## config.mk

```make
export PLATFORM = sky130hd
export DESIGN_NAME = spif_prescale_irq
export DESIGN_NICKNAME = d
export VERILOG_FILES = /design/src/hdl/spif_pkg.sv /design/src/hdl/spif_flag_if.sv /design/src/hdl/spif_raw_flags.sv /design/src/hdl/spif_clk_div.sv /design/src/hdl/spif_prescale_irq.sv
export VERILOG_INCLUDE_DIRS = /design/src /design/src/hdl
export SDC_FILE = /design/constraint.sdc
export NUM_CORES = 1
export LEC_CHECK = 0
export BUFFER_PORTS_ARGS = -buffer_cell sky130_fd_sc_hd__buf_2
export CAP_MARGIN = 5
export CORE_ASPECT_RATIO = 0.5
export CORE_MARGIN = 2
export CORE_UTILIZATION = 56
export DETAILED_ROUTE_END_ITERATION = 8
export GPL_ROUTABILITY_DRIVEN = 0
export GPL_TIMING_DRIVEN = 0
export PLACE_DENSITY = 0.83
export SKIP_LAST_GASP = 1
export SYNTH_ARGS = -nofsm -noshare
export SYNTH_HDL_FRONTEND = slang
export SYNTH_HIERARCHICAL = 1
export SYNTH_SLANG_ARGS = --single-unit
export TNS_END_PERCENT = 100
```

## constraint.sdc

```tcl
create_clock -name clk -period 5.9 [get_ports clk]
set_input_delay 0.295 -clock clk [delete_from_list [all_inputs] [get_ports clk]]
set_output_delay 0.295 -clock clk [all_outputs]
set_load 0.03 [all_outputs]
```

## src/hdl/spif_regs.svh

```systemverilog
`ifndef SPIF_REGS_SVH
`define SPIF_REGS_SVH
// Operation
// The prescale divisor is an 8-bit read/write field that software sets to an even 2..254.
// Bit 0 of the prescale divisor always reads zero, so odd divisors never take effect.
// In slave mode software sets the serial clock rate to 0x00 and the divisor to 0x02.
// The transmit enable at bit 3 passes the transmit level condition only while set.
// The receive enable at bit 2 passes the receive level condition only while set.
// The time-out enable at bit 1 passes the receive time-out condition only while set.
// The overrun enable at bit 0 passes the receive overrun condition only while set.
// The raw transmit flag at bit 3 shows the transmit level condition and reads 1 at reset.
// The raw receive flag at bit 2 shows the receive level condition and is 0 at reset.
// The raw time-out flag at bit 1 reports a receive time-out and is 0 at reset.
// The raw overrun flag at bit 0 reports a receive overrun and is 0 at reset.
// Each masked bit is its raw flag ANDed with its enable and is readable on its own.
// Transmit level means four or fewer entries held; receive level means four or more.
// In master mode the serial clock is the system clock over divisor times one plus rate.
// Writing 1 to a clear bit clears the time-out or overrun flag; writing 0 does nothing.
// The interrupt output is high exactly while any masked bit is 1; the code registers irq, so it follows one cycle later.
// Software writes zeros to all unused upper bits of these registers.

// =====================================
// register offsets
`define SPIF_OFS_PRESCALE 8'h00
`define SPIF_OFS_IRQ_EN   8'h04
`define SPIF_OFS_RAW      8'h08
`define SPIF_OFS_MASKED   8'h0C
`define SPIF_OFS_CLEAR    8'h10
`define SPIF_OFS_CTRL     8'h14

// =====================================
// field positions
`define SPIF_BIT_TX       3
`define SPIF_BIT_RX       2
`define SPIF_BIT_TO       1
`define SPIF_BIT_OVR      0
`define SPIF_CTRL_RATE_MSB 7
`define SPIF_CTRL_SLAVE   8
`define SPIF_CTRL_RUN     9

// =====================================
// reset values and levels
`define SPIF_RST_HALF     7'h00
`define SPIF_RST_IRQ_EN   4'h0
`define SPIF_RST_RATE     8'h00
`define SPIF_TX_LEVEL_MAX 4'h4
`define SPIF_RX_LEVEL_MIN 4'h4
`define SPIF_HALF_MIN     7'h01
`endif

```

## src/hdl/spif_pkg.sv

```systemverilog
package spif_pkg;
  // gray along idle -> low -> high -> low
  typedef enum logic [1:0] {
    SPIF_DIV_IDLE = 2'b00,
    SPIF_DIV_LOW  = 2'b01,
    SPIF_DIV_HIGH = 2'b11
  } spif_div_state_t;
  typedef logic [3:0] spif_flags_t;
endpackage

```

## src/hdl/spif_flag_if.sv

```systemverilog
`timescale 1ns/10ps
interface spif_flag_if;
  logic [3:0]          txCount;
  logic [3:0]          rxCount;
  logic                toEvt;
  logic                ovrEvt;
  logic                toClr;
  logic                ovrClr;
  spif_pkg::spif_flags_t raw;
  modport core  (output txCount, rxCount, toEvt, ovrEvt, toClr, ovrClr, input raw);
  modport flags (input txCount, rxCount, toEvt, ovrEvt, toClr, ovrClr, output raw);
endinterface

```

## src/hdl/spif_raw_flags.sv

```systemverilog
`timescale 1ns/10ps
`include "spif_regs.svh"
module spif_raw_flags (
  input wire logic   clk,
  input wire logic   rst_b,
  input wire logic   ce,
  spif_flag_if.flags f
);
  logic txLevel;
  logic rxLevel;
  logic toFlag;
  logic ovrFlag;

  // each flag has its own flop so no two processes share one vector
  assign f.raw[`SPIF_BIT_TX]  = txLevel;
  assign f.raw[`SPIF_BIT_RX]  = rxLevel;
  assign f.raw[`SPIF_BIT_TO]  = toFlag;
  assign f.raw[`SPIF_BIT_OVR] = ovrFlag;

  // =====================================
  // level flags follow the fifo fill counts
  always_ff @(posedge clk) begin
    if (!rst_b) begin
      txLevel <= 1'b1;
      rxLevel <= 1'b0;
    end else if (ce) begin
      txLevel <= (f.txCount <= `SPIF_TX_LEVEL_MAX);
      rxLevel <= (f.rxCount >= `SPIF_RX_LEVEL_MIN);
    end
  end

  // =====================================
  // sticky event flags; a new event beats a clear in the same cycle
  always_ff @(posedge clk) begin
    if (!rst_b) begin
      toFlag  <= 1'b0;
      ovrFlag <= 1'b0;
    end else if (ce) begin
      toFlag  <= f.toEvt | (toFlag & ~f.toClr);
      ovrFlag <= f.ovrEvt | (ovrFlag & ~f.ovrClr);
    end
  end
endmodule

```

## src/hdl/spif_clk_div.sv

```systemverilog
`timescale 1ns/10ps
`include "spif_regs.svh"
module spif_clk_div (
  input  wire logic       clk,
  input  wire logic       rst_b,
  input  wire logic       ce,
  input  wire logic       run,
  input  wire logic [6:0] halfDiv,
  input  wire logic [7:0] rate,
  output logic            serialClk
);
  spif_pkg::spif_div_state_t state;
  spif_pkg::spif_div_state_t next_state;
  logic [6:0]                preCnt;
  logic [7:0]                rateCnt;
  logic [6:0]                halfEff;
  logic                      preWrap;
  logic                      halfWrap;

  // a divisor written as zero would stall the clock, so run it as two
  assign halfEff  = (halfDiv == 7'h00) ? `SPIF_HALF_MIN : halfDiv;
  // >= so a divisor or rate lowered mid-run wraps at once, not after a full roll-over
  assign preWrap  = (state != spif_pkg::SPIF_DIV_IDLE) && (preCnt >= halfEff - 7'h01);
  assign halfWrap = preWrap && (rateCnt >= rate);

  always_comb begin
    next_state = state;
    case (state)
      spif_pkg::SPIF_DIV_IDLE: if (run) next_state = spif_pkg::SPIF_DIV_LOW;
      spif_pkg::SPIF_DIV_LOW:  if (!run) next_state = spif_pkg::SPIF_DIV_IDLE;
        else if (halfWrap) next_state = spif_pkg::SPIF_DIV_HIGH;
      spif_pkg::SPIF_DIV_HIGH: if (!run) next_state = spif_pkg::SPIF_DIV_IDLE;
        else if (halfWrap) next_state = spif_pkg::SPIF_DIV_LOW;
      default: next_state = spif_pkg::SPIF_DIV_IDLE;
    endcase
  end

  always_ff @(posedge clk) begin
    if (!rst_b) begin
      state     <= spif_pkg::SPIF_DIV_IDLE;
      serialClk <= 1'b0;
    end else if (ce) begin
      state     <= next_state;
      serialClk <= (next_state == spif_pkg::SPIF_DIV_HIGH);
    end
  end

  // first counter divides by half the divisor, second by rate plus one
  always_ff @(posedge clk) begin
    if (!rst_b) begin
      preCnt  <= 7'h00;
      rateCnt <= 8'h00;
    end else if (ce) begin
      if (state == spif_pkg::SPIF_DIV_IDLE || preWrap) preCnt <= 7'h00;
      else preCnt <= preCnt + 7'h01;
      if (state == spif_pkg::SPIF_DIV_IDLE || halfWrap) rateCnt <= 8'h00;
      else if (preWrap) rateCnt <= rateCnt + 8'h01;
    end
  end
endmodule

```

## src/hdl/spif_prescale_irq.sv

```systemverilog
`timescale 1ns/10ps
`include "spif_regs.svh"
module spif_prescale_irq (
  input  wire logic        clk,
  input  wire logic        rst_b,
  input  wire logic        ce,
  input  wire logic [7:0]  addr,
  input  wire logic [31:0] wdata,
  input  wire logic        we,
  input  wire logic        re,
  output logic      [31:0] rdata,
  input  wire logic [3:0]  txCount,
  input  wire logic [3:0]  rxCount,
  input  wire logic        rxTimeoutEvt,
  input  wire logic        rxOverrunEvt,
  output logic             serialClk,
  output logic             slaveMode,
  output logic             irq
);
  // =====================================
  // state
  logic [6:0]            prescaleHalf;
  logic [3:0]            irqEnable;
  logic [7:0]            serialClockRate;
  logic                  slaveModeSelect;
  logic                  portEnable;
  spif_pkg::spif_flags_t masked;
  spif_pkg::spif_flags_t raw;
  logic [31:0]           next_rdata;
  logic                  wrPrescale;
  logic                  wrIrqEn;
  logic                  wrClear;
  logic                  wrCtrl;
  logic                  divRun;

  spif_flag_if flagBus ();

  // =====================================
  // write decode
  assign wrPrescale = we && (addr == `SPIF_OFS_PRESCALE);
  assign wrIrqEn    = we && (addr == `SPIF_OFS_IRQ_EN);
  assign wrClear    = we && (addr == `SPIF_OFS_CLEAR);
  assign wrCtrl     = we && (addr == `SPIF_OFS_CTRL);

  // =====================================
  // prescale divisor
  // only bits 7..1 are held; bit 0 has no storage and cannot make odd divisors
  always_ff @(posedge clk) begin
    if (!rst_b) begin
      prescaleHalf <= `SPIF_RST_HALF;
    end else if (ce && wrPrescale) begin
      prescaleHalf <= wdata[7:1];
    end
  end

  // =====================================
  // interrupt enables
  always_ff @(posedge clk) begin
    if (!rst_b) begin
      irqEnable <= `SPIF_RST_IRQ_EN;
    end else if (ce && wrIrqEn) begin
      irqEnable <= wdata[3:0];
    end
  end

  // =====================================
  // control: rate, slave select, run
  always_ff @(posedge clk) begin
    if (!rst_b) begin
      serialClockRate <= `SPIF_RST_RATE;
      slaveModeSelect <= 1'b0;
      portEnable      <= 1'b0;
    end else if (ce && wrCtrl) begin
      serialClockRate <= wdata[`SPIF_CTRL_RATE_MSB:0];
      slaveModeSelect <= wdata[`SPIF_CTRL_SLAVE];
      portEnable      <= wdata[`SPIF_CTRL_RUN];
    end
  end

  always_ff @(posedge clk) begin
    if (!rst_b) begin
      slaveMode <= 1'b0;
    end else if (ce) begin
      slaveMode <= slaveModeSelect;
    end
  end

  // =====================================
  // raw flags
  // fifo counts and events come from logic on this clock, so no synchroniser
  assign flagBus.txCount = txCount;
  assign flagBus.rxCount = rxCount;
  assign flagBus.toEvt   = rxTimeoutEvt;
  assign flagBus.ovrEvt  = rxOverrunEvt;
  assign flagBus.toClr   = wrClear && wdata[`SPIF_BIT_TO];
  assign flagBus.ovrClr  = wrClear && wdata[`SPIF_BIT_OVR];
  assign raw             = flagBus.raw;

  spif_raw_flags u_flags (
    .clk   (clk),
    .rst_b (rst_b),
    .ce    (ce),
    .f     (flagBus.flags)
  );

  // =====================================
  // masking and interrupt output
  assign masked[`SPIF_BIT_TX]  = raw[`SPIF_BIT_TX]  & irqEnable[`SPIF_BIT_TX];
  assign masked[`SPIF_BIT_RX]  = raw[`SPIF_BIT_RX]  & irqEnable[`SPIF_BIT_RX];
  assign masked[`SPIF_BIT_TO]  = raw[`SPIF_BIT_TO]  & irqEnable[`SPIF_BIT_TO];
  assign masked[`SPIF_BIT_OVR] = raw[`SPIF_BIT_OVR] & irqEnable[`SPIF_BIT_OVR];

  // registered so the pin is glitch free; costs one cycle of latency
  always_ff @(posedge clk) begin
    if (!rst_b) begin
      irq <= 1'b0;
    end else if (ce) begin
      irq <= |masked;
    end
  end

  // =====================================
  // serial clock generation
  // a slave takes its clock from the far end, so the divider stands still
  assign divRun = portEnable && !slaveModeSelect;

  spif_clk_div u_div (
    .clk       (clk),
    .rst_b     (rst_b),
    .ce        (ce),
    .run       (divRun),
    .halfDiv   (prescaleHalf),
    .rate      (serialClockRate),
    .serialClk (serialClk)
  );

  // =====================================
  // read path
  always_comb begin
    next_rdata = 32'h0000_0000;
    case (addr)
      `SPIF_OFS_PRESCALE: begin
        next_rdata[7:0] = {prescaleHalf, 1'b0};
      end
      `SPIF_OFS_IRQ_EN: begin
        next_rdata[3:0] = irqEnable;
      end
      `SPIF_OFS_RAW: begin
        next_rdata[3:0] = raw;
      end
      `SPIF_OFS_MASKED: begin
        next_rdata[3:0] = masked;
      end
      `SPIF_OFS_CTRL: begin
        next_rdata[`SPIF_CTRL_RATE_MSB:0] = serialClockRate;
        next_rdata[`SPIF_CTRL_SLAVE]      = slaveModeSelect;
        next_rdata[`SPIF_CTRL_RUN]        = portEnable;
      end
      default: begin
        next_rdata = 32'h0000_0000;
      end
    endcase
  end

  // data stand only in the cycle after the read strobe
  always_ff @(posedge clk) begin
    if (!rst_b) begin
      rdata <= 32'h0000_0000;
    end else if (ce) begin
      rdata <= re ? next_rdata : 32'h0000_0000;
    end
  end
endmodule

```

==> flow_summary.toml, run 1 <==
[route]
post_drt_wl_per_cell_um = 13.9
detail_route.first_pass.iterations = 4
remaining_design_rule_violation_count = 0
viasPerCell = 5.32
detailedRoute.firstIterationViolations = 112
drt_wl_total_um = 7040
drt.antenna.violating_nets = 0
routed-via-count = 2688

[critical_path]
worst_setup_path_start_kind = "flop"
critPathMaxFanout = 9
timing.critical_path.to_type = "flop"
cp_data_required_time_ps = 6070
critical_path_class = "reg2reg"
worst_ep_arrival_time_ps = 3340
timing.reg2reg.worst_path_depth = 12

[placement]
post-dp-hpwl_um = 5310
port-buffer-count = 42
preCtsSetupSlack_ps = 2790

[hold_path]
hold_path.class = "in2reg"
whs_path_depth = 2

[timing]
clock_skew_after_layout_ps = 3.16
hold_violations = 0
tightest_slew_ps = 602
min_period_over_period_pct = 53.7
clock_period_minus_worst_slack_ps = 3170
max_slew_violations = 0
finalHoldWorstSlack_ps = 219
achievable-frequency_mhz = 316
layout_setup_ws_ps = 2730
rsz0062_at_grt = "no"
setup_viol = 0
fin_setup_tns_ps = 0
slew_headroom_pct = 59.7

[floorplan]
coreArea_um2 = 5490
io_pins = 90
floorplan.die.height_um = 57.3
die_area_um2 = 6340
rows = 19
die_w_um = 111
starting_density_of_the_core_pct = 57.9

[power]
vdd_drop_max_mv = 0.133
power_density_nw_per_um2 = 218
static-leakage-power_uw = 0.00163

[run_status]
run_status = "finished clean"

[logic_synthesis]
syn_area_per_cell_um2 = 8.81
synthDistinctLibCells = 60
syn_inst = 361
synth-main-ff-cell = "dfxtp_1"
ys_async_sr_fraction_pct = 0
synth_largest_type_area_fraction_pct = 34.6
yosysWarnings = 6
synth_top_cells_by_area = "dfxtp_1 35%, ha_1 7.1%, buf_4 6.4%"
synth_edf_count = 0
area_of_the_mapped_netlist_um2 = 3180
synth-seq-area-share_pct = 34.6
synth.largest_area_cell = "dfxtp_1"
register_bit_total_from_synthesis = 55

[global_routing]
maximum_number_of_pins_on_one_net_before_global_route_repair = 18
grt.overflow.total = 0
grt_pass1_vias = 2448
antenna_found_initial = 0
grtUsageTotal_pct = 23.0
grt_first_pass_wirelength_um = 11700

[clock_network]
cts_made_buffers = 5
cts.path.max_buffers = 2
ctsHtreeMaxLevel = 2
cts-resized-gates = 0
clkSlewWorstSetupHoldPaths_ps = 70
cts-root-buf = "clkbuf_16"
cts_sinks = 55
cts_tree = "built"
clkLatencyLatePin_ps = 290
holdBufCountCts = 0
postCtsSetupBuffers = 0

[final_layout]
syn2layout_area_growth_pct = 17.2
n_antenna_cell = 0
nNetsFinal = 504
post_route_cells_drive_above_1_share_pct = 26.6

[job]
cap_viol_max_count = 0
synth_stat cells (6+ instances only):
library cell   n
ha_1          18
mux2i_1        6
nor2b_1        7
nand3_1       19
o21ai_0        8
xnor2_1        8
nand2_1       35
nand4_1       11
inv_1         13
dfxtp_1       55
xor2_1        11
buf_4         27
o21ai_2       14
nor2_1        32
a22oi_1        6
state kept, by name (all words and copies together) (netlist names):
register         flops
u_flags/txLevel      1
u_div/state          2
u_flags/toFlag       1
rdata               10
serialClockRate      8
u_flags/ovrFlag      1
irqEnable            4
portEnable           1
u_div/serialClk      1
u_flags/rxLevel      1
u_div/rateCnt        8
prescaleHalf         7
u_div/preCnt         7
slaveMode            1
irq                  1
slaveModeSelect      1
path summary, 6_finish.rpt:
check,startpoint,end,slack [ps]
min,txCount[3],u_flags/txLevel,220
max,prescaleHalf[2],u_div/rateCnt[5],2730
max reg2reg,prescaleHalf[2],u_div/rateCnt[5],2730
min reg2reg,rdata[6],rdata[6],460
critical path: stages (launching register included):
cell	delay, ps
dfxtp_1	480
nor4_1	100
a21oi_1	270
ha_1	250
nand2_1	90
nor3_1	180
xnor2_1	90
ha_1	300
nand4_1	140
o31ai_4	490
o21ai_2	180
o211ai_2	360
nor2_1	100
cells by family (layout without fill, tap and decap cells):
logic type                 Yosys count  after routing  share of synthesized area [%]
and+or+nand+nor                    136            136                           23.2
xor gates and xnor gates            19             19                           5.23
AOI/OAI and AO/OA                   74             74                           17.7
other                                1             22                          0.118
adders and majority gates           18             18                           7.08
muxes                                6              6                           1.89
DFF                                 55             55                           34.6
buffers and inverters               52            102                           10.1
placed cells by master, fill, tap and decap left out, types with 3 or more instances in the layout:
cell type  count
o21ai_0        8
nor3_1         3
and2_1         3
inv_1         13
nand4_1       11
o31ai_1        5
o22ai_1        5
a22oi_1        6
nand3_2        4
o21ai_2       14
nand2_1       35
nand3_1       19
clkbuf_1       5
ha_1          18
buf_4         27
o21ai_1        5
xor2_1        11
conb_1        22
o21a_1         3
clkbuf_16      5
buf_2         44
dfxtp_1       55
nor2_1        32
a21o_1         5
mux2i_1        6
xnor2_1        8
a21oi_1        4
buf_6          3
nor2b_1        7
nand2b_1       5
stage by stage:
stage | util [%] | cell area, um2 | power (uW) | instances
after floorplan | - | 3260 | 452 | 382
after global placement | 64.9 | 3560 | 476 | 497
after detailed placement | 64.9 | 3560 | 477 | 497
after CTS | 67.9 | 3730 | 815 | 505
after global routing | 67.9 | 3730 | 840 | 505
final | 67.9 | 3730 | 811 | 505
layer usage:
metal	routed length (um)	track usage (%)	up-vias
met5	0	0	-
met1	3240	31.3	1230
li1	-	-	1362
met3	486	3.93	7
met2	3250	38.9	89
met4	62	5.71	0
power breakdown:
part | switching (uW) | internal (uW)
Clock | 139 | 202
Combinational | 58.7 | 34.5
Sequential | 2.53 | 374
area by class of cell:
class,count,area [um2]
plain buffers,38,269
clock inverters,2,38.8
repair buffers,42,210
well taps,73,91.3
clock buffers,6,129
multi-input cells,275,1840
flip-flops and latches,55,1100
fillers,462,1760
inverters,14,52.6
(Power assumes the default switching activity.)
==> run 2, diff against run 1 <==
--- a/config.mk
+++ b/config.mk
@@ -6,15 +6,16 @@
 export SDC_FILE = /design/constraint.sdc
 export NUM_CORES = 1
 export LEC_CHECK = 0
+export ABC_AREA = 1
 export BUFFER_PORTS_ARGS = -buffer_cell sky130_fd_sc_hd__buf_2
 export CAP_MARGIN = 5
 export CORE_ASPECT_RATIO = 0.5
 export CORE_MARGIN = 2
-export CORE_UTILIZATION = 56
+export CORE_UTILIZATION = 48
 export DETAILED_ROUTE_END_ITERATION = 8
 export GPL_ROUTABILITY_DRIVEN = 0
 export GPL_TIMING_DRIVEN = 0
-export PLACE_DENSITY = 0.83
+export PLACE_DENSITY = 0.75
 export SKIP_LAST_GASP = 1
 export SYNTH_ARGS = -nofsm -noshare
 export SYNTH_HDL_FRONTEND = slang
==> constraint.sdc (replaced) <==
create_clock -name clk -period 2.6 [get_ports clk]
set_input_delay 0.13 -clock clk [delete_from_list [all_inputs] [get_ports clk]]
set_output_delay 0.13 -clock clk [all_outputs]
set_load 0.03 [all_outputs]
==> run 2 against run 1 <==
Critical path depth is 6 higher. Clock power grew to 2.5 times the previous value. Sequential power grew 130%. Hold slack worse by 170 ps. Fmax rose by 26%. Count of clock-buffer cells in the layout fell by 1. Utilization down 6.8 points. Sequential cell count did not move. First-iteration DRC count increased by 27%. Via count is 13% higher. Global-route usage shrank 3.1 points.
==> flow_summary.toml, run 2 <==
[critical_path]
r2r_end = "u_div/rateCnt[6]"
timing.rr.start = "prescaleHalf[5]"
cp_data_required_time_ps = 2830
delay_of_the_slowest_cell_on_the_worst_path_ps = 370
crit_start = "prescaleHalf[5]"
critical_path_class = "reg2reg"
timing.reg2reg.worst_path_depth = 18
regToRegSetupSlack_ps = 80
worst_setup_path_start_kind = "flop"
endpoint = "u_div/rateCnt[6]"
critPathMaxFanout = 6
slowest_stage_cell_on_the_critical_path = "dfxtp_4"
timing.critical_path.to_type = "flop"
worst_ep_arrival_time_ps = 2750
cp_cell_sequence = "nor2_4 > nand3_2 > o21bai_4 > inv_2 > ha_4 > nand3_1 > xor2_1 > ha_1 > nand2_1 > inv_1 > a21oi_2 > buf_4 > a21oi_4 > nand2_2 > nand3_2 > nand2_2 > inv_4 > nor2_1"

[logic_synthesis]
largest_family_of_logic_cells_by_synthesized_area = "simple AND/OR/NAND/NOR gates"
yosys.area_share.xor_xnor_pct = 3.99
ys_async_sr_fraction_pct = 0
synth.largest_area_cell = "dfxtp_1"
synthSimpleGateAreaFrac_pct = 26.9
synth-main-ff-cell = "dfxtp_1"
synth_fa_ha_area_share_pct = 6.84
register_bit_total_from_synthesis = 55
synthDistinctLibCells = 36
synth-seq-area-share_pct = 33.4
synth_mux_area_share_pct = 0
synth_largest_type_area_fraction_pct = 33.4
area_of_the_mapped_netlist_um2 = 3290
yosysWarnings = 6
synth-compound-area-share_pct = 13.1
syn_inst = 462
dominant_cell_by_count_in_the_synthesized_netlist = "nand2_1"
synthTopCellsByCount = "89 x nand2_1, 64 x inv_1, 55 x dfxtp_1"
synth_edf_count = 0
synth_top_cells_by_area = "dfxtp_1 33%, nand2_1 10%, inv_1 7.3%"
syn_area_per_cell_um2 = 7.13

[route]
detail_route.first_pass.iterations = 4
drt_wl_total_um = 7630
detailedRoute.firstIterationViolations = 142
post_drt_wl_per_cell_um = 12.1
routed-via-count = 3042
remaining_design_rule_violation_count = 0
viasPerCell = 4.81
drt.antenna.violating_nets = 0

[power]
power_density_nw_per_um2 = 469
vdd_drop_max_mv = 0.326
seq_power_share_pct = 44.5
p_switching_uw = 443
static-leakage-power_uw = 0.00195
power.combinational.fraction_pct = 10.7
report.power.total_uw = 1910
internal_power_uw = 1470
power.clock.fraction_pct = 44.8
sw_frac_of_total_pct = 23.2

[final_layout]
largest_register_ff_count = 10
syn2layout_area_growth_pct = 23.8
reg_top3 = "rdata x10, serialClockRate x8, u_div/rateCnt x8"
final.fill_count = 606
post_route_cells_drive_above_1_share_pct = 25.5
layout_commonest_cell = "nand2_1"
nNetsFinal = 613
registers.top_by_ff_count = "rdata"
n_antenna_cell = 0
layout_common_cells = "83 x nand2_1, 62 x inv_1, 50 x dfxtp_1"

[clock_network]
clkLatencyLatePin_ps = 290
cts.path.max_buffers = 2
cts_sinks = 55
ctsHtreeMaxLevel = 2
cts-root-buf = "clkbuf_16"
clkSlewWorstSetupHoldPaths_ps = 70
cts_made_buffers = 5
cts_tree = "built"

[global_routing]
groute.layer.met1.usage_pct = 24.5
maximum_number_of_pins_on_one_net_before_global_route_repair = 18
busiest_layer = "met2"
grtUsageTotal_pct = 19.9
grt_first_pass_wirelength_um = 12300
globalRouteMet2Util_pct = 35.3
met3_capacity_usage_during_global_routing_pct = 3.28
antenna_found_initial = 0
grt.overflow.total = 0
grt_pass1_vias = 2824

[timing]
clock_period_minus_worst_slack_ps = 2520
rsz0062_at_grt = "yes"
min_period_over_period_pct = 96.8
fin_setup_tns_ps = 0
achievable-frequency_mhz = 397
max_slew_violations = 0
clock_skew_after_layout_ps = 5.66
setup_viol = 0
hold_violations = 0

[floorplan]
die_w_um = 121
rows = 21
coreArea_um2 = 6670
die_area_um2 = 7580
io_pins = 90
floorplan.die.height_um = 62.6
starting_density_of_the_core_pct = 49.4

[hold_path]
hold_path.class = "in2reg"
whs_path_depth = 3

[placement]
post-dp-hpwl_um = 5460
port-buffer-count = 43

[job]
cap_viol_max_count = 0

[run_status]
run_status = "finished clean"
[run 2: timing repair]
| item | CTS | global route |
|---|---|---|
| pin swaps | 4 | 15 |
| setup endpoints to repair | 11 | 17 |
| endpoints found under the hold margin | 0 | 0 |
| setup buffers | 2 | 5 |
| cloned | 0 | 0 |
| gates resized for setup | 4 | 35 |
| hold buffers | 0 | 0 |
[run 2: worst min-delay path by stage]
stage               startpoint               to  slack (ps)
finish              rxCount[3]  u_flags/rxLevel          50
global route        rxCount[3]  u_flags/rxLevel          70
CTS                 rxCount[3]  u_flags/rxLevel          40
detailed placement  rxCount[3]  u_flags/rxLevel         350
global placement    rxCount[3]  u_flags/rxLevel         340
floorplan                   ce              irq         240
[run 2: kinds of logic after synthesis]
logic type               after synthesis
AO/OA/AOI/OAI                         80
other                                  1
AND/OR/NAND/NOR                      190
flip-flops                            55
buffers and inverters                103
XOR/XNOR                              15
adder cells (fa/ha/maj)               18
[run 2: stage by stage]
step                hold WS, ps  std cells  cell area (um2)  setup WS (ps)  util [%]
floorplan                   237        483             3370            190         -
global placement            342        618             3700          -71.1      55.5
detailed placement          348        618             3700           -108      55.5
CTS                        44.8        628             3920           9.43      58.8
global route               72.5        633             4080          -41.6      61.1
finish                     51.7        633             4080           84.2      61.1
[run 2: worst max-delay path: cells and delay by family, from the launching register on]
family / cells / cell delay [ps]
compound gates: 3 / 360
buf+inv: 4 / 330
flops: 1 / 370
fa+ha+maj: 2 / 420
simple gates: 8 / 810
xor+xnor: 1 / 160
[run 2: routing by layer]
layer	up-vias	share of wire [%]
met1	1362	44
li1	1584	-
met5	-	0
met3	11	5.7
met2	85	48
met4	0	1.4
[run 2: cell type report]
type | count | area [um2] | area share [%]
multi-input cells | 325 | 1860 | 45.7
flip-flops and latches | 55 | 1120 | 27.5
repair buffers | 50 | 268 | 6.57
inverters | 68 | 262 | 6.41
plain buffers | 35 | 259 | 6.35
clock buffers | 5 | 125 | 3.07
well taps | 92 | 115 | 2.82
clock inverters | 3 | 67.6 | 1.66
[run 2: power by group through the flow]
stage / sequential (uW) / combinational [uW] / clock (uW)
after floorplan: 875 / 145 / 0
after global placement: 874 / 196 / 0
after detailed placement: 874 / 197 / 0
after CTS: 855 / 199 / 873
after global routing: 851 / 226 / 899
final: 850 / 205 / 856
==> run 3, diff against run 2 <==
--- a/config.mk
+++ b/config.mk
@@ -15,6 +15,7 @@
 export DETAILED_ROUTE_END_ITERATION = 8
 export GPL_ROUTABILITY_DRIVEN = 0
 export GPL_TIMING_DRIVEN = 0
+export MAX_ROUTING_LAYER = met4
 export PLACE_DENSITY = 0.75
 export SKIP_LAST_GASP = 1
 export SYNTH_ARGS = -nofsm -noshare
==> run 3 against run 2 <==
Utilization unchanged. Largest cell class unchanged. Final area unchanged. Worst setup slack about the same.
==> flow_summary.toml, run 3 (synthesized netlist as in run 2, its figures left out) <==
[run_status]
run_status = "finished clean"

[critical_path]
timing.rr.start = "prescaleHalf[5]"
worst_setup_path_start_kind = "flop"
critPathMaxFanout = 6
critical_path_class = "reg2reg"
endpoint = "u_div/rateCnt[6]"
timing.critical_path.to_type = "flop"
regToRegSetupSlack_ps = 80
cp_data_required_time_ps = 2830
crit_start = "prescaleHalf[5]"
worst_ep_arrival_time_ps = 2750
r2r_end = "u_div/rateCnt[6]"
timing.reg2reg.worst_path_depth = 18

[clock_network]
ctsHtreeMaxLevel = 2
clkSlewWorstSetupHoldPaths_ps = 70
cts_tree = "built"
cts_made_buffers = 5
clkLatencyLatePin_ps = 290
cts-root-buf = "clkbuf_16"
cts.path.max_buffers = 2
cts_sinks = 55

[power]
static-leakage-power_uw = 0.00195
power_density_nw_per_um2 = 469
vdd_drop_max_mv = 0.326

[job]
cap_viol_max_count = 0

[timing]
finalHoldWorstSlack_ps = 51.7
rsz0062_at_grt = "yes"
clock_period_minus_worst_slack_ps = 2520
min_period_over_period_pct = 96.8
setup_viol = 0
max_slew_violations = 0
achievable-frequency_mhz = 398
clock_skew_after_layout_ps = 5.63
hold_violations = 0

[final_layout]
layout_commonest_cell = "nand2_1"
largest_register_ff_count = 10
utilization_pct = 61.1
registers.top_by_ff_count = "rdata"
final.fill_count = 606
n_antenna_cell = 0
layout_common_cells = "83 x nand2_1, 62 x inv_1, 50 x dfxtp_1"
syn2layout_area_growth_pct = 23.8
nNetsFinal = 613
post_route_cells_drive_above_1_share_pct = 25.5
multiInputGateArea_um2 = 1860
reg_top3 = "rdata x10, serialClockRate x8, u_div/rateCnt x8"
layout.area.seq_um2 = 1120
final_cell_count_no_fill = 633

[route]
drt.antenna.violating_nets = 0
post_drt_wl_per_cell_um = 12.1
remaining_design_rule_violation_count = 0
detailedRoute.firstIterationViolations = 144
routed-via-count = 3041
drt_wl_total_um = 7640
detail_route.first_pass.iterations = 4
viasPerCell = 4.80

[floorplan]
die_area_um2 = 7580
floorplan.die.height_um = 62.6
io_pins = 90
starting_density_of_the_core_pct = 49.4
coreArea_um2 = 6670
die_w_um = 121
rows = 21

[placement]
post-dp-hpwl_um = 5460
place.detailed.instances = 618
port-buffer-count = 43

[global_routing]
maximum_number_of_pins_on_one_net_before_global_route_repair = 18
grt_first_pass_wirelength_um = 12300
grt_pass1_vias = 2823
antenna_found_initial = 0
grt.overflow.total = 0
grtUsageTotal_pct = 20.5

[hold_path]
hold_path.class = "in2reg"
==> run 3: power by group <==
| part | switching [uW] | total [uW] | leakage, uW | internal, uW |
|---|---|---|---|---|
| Combinational | 133 | 205 | 0.00141 | 71.9 |
| Sequential | 5.09 | 850 | 0.000449 | 844 |
| Clock | 304 | 856 | 0.0000900 | 552 |
==> run 3: area by class of cell <==
class                           count  share of cell area (%)
Clock buffer                        5                    3.07
Tap cell                           92                    2.82
Timing Repair Buffer               50                    6.57
Inverter                           68                    6.41
Multi-Input combinational cell    325                    45.7
Clock inverter                      3                    1.66
Sequential cell                    55                    27.5
Buffer                             35                    6.35
==> run 3: metal layers <==
metal  global-route usage, %  vias to the layer above  wire length, um
met1                    24.5                     1363             3420
met2                    35.3                       83             3700
met3                    3.28                       11              415
li1                        -                     1584                -
met4                    6.90                        0              106
met5                       -                        -                0
==> run 3: worst min-delay path by stage <==
stage / startpoint / to / cells past startpoint
6_report: rxCount[3] / u_flags/rxLevel / 3
5_1_grt: rxCount[3] / u_flags/rxLevel / 3
4_1_cts: rxCount[3] / u_flags/rxLevel / 3
3_5_place_dp: rxCount[3] / u_flags/rxLevel / 3
3_3_place_gp: rxCount[3] / u_flags/rxLevel / 3
2_1_floorplan: ce / irq / 1
==> run 3: repair_timing <==
| item | CTS | global route |
|---|---|---|
| gates resized for setup | 4 | 35 |
| setup buffers | 2 | 5 |
| hold buffers | 0 | 0 |
| endpoints found under the setup margin | 11 | 17 |
| endpoints found under the hold margin | 0 | 0 |
| pin swaps | 4 | 15 |
==> run 3: per-stage QoR <==
step           area (um2)  total power (uW)  setup WS (ps)  TNS [ps]
2_1_floorplan        3370              1020            190         0
3_3_place_gp         3700              1070          -71.1      -363
3_5_place_dp         3700              1070           -108      -575
4_1_cts              3920              1930           9.43         0
5_1_grt              4080              1980          -41.6      -223
6_report             4080              1910           84.4         0
==> run 3: critical path, stage by stage, from the launching register on <==
cell      delay, ps
dfxtp_4         370
nor2_4          130
nand3_2         110
o21bai_4        140
inv_2            70
ha_4            170
nand3_1         110
xor2_1          160
ha_1            250
nand2_1          80
inv_1            50
a21oi_2         160
buf_4           150
a21oi_4          60
nand2_2          90
nand3_2          80
nand2_2         120
inv_4            60
nor2_1           90
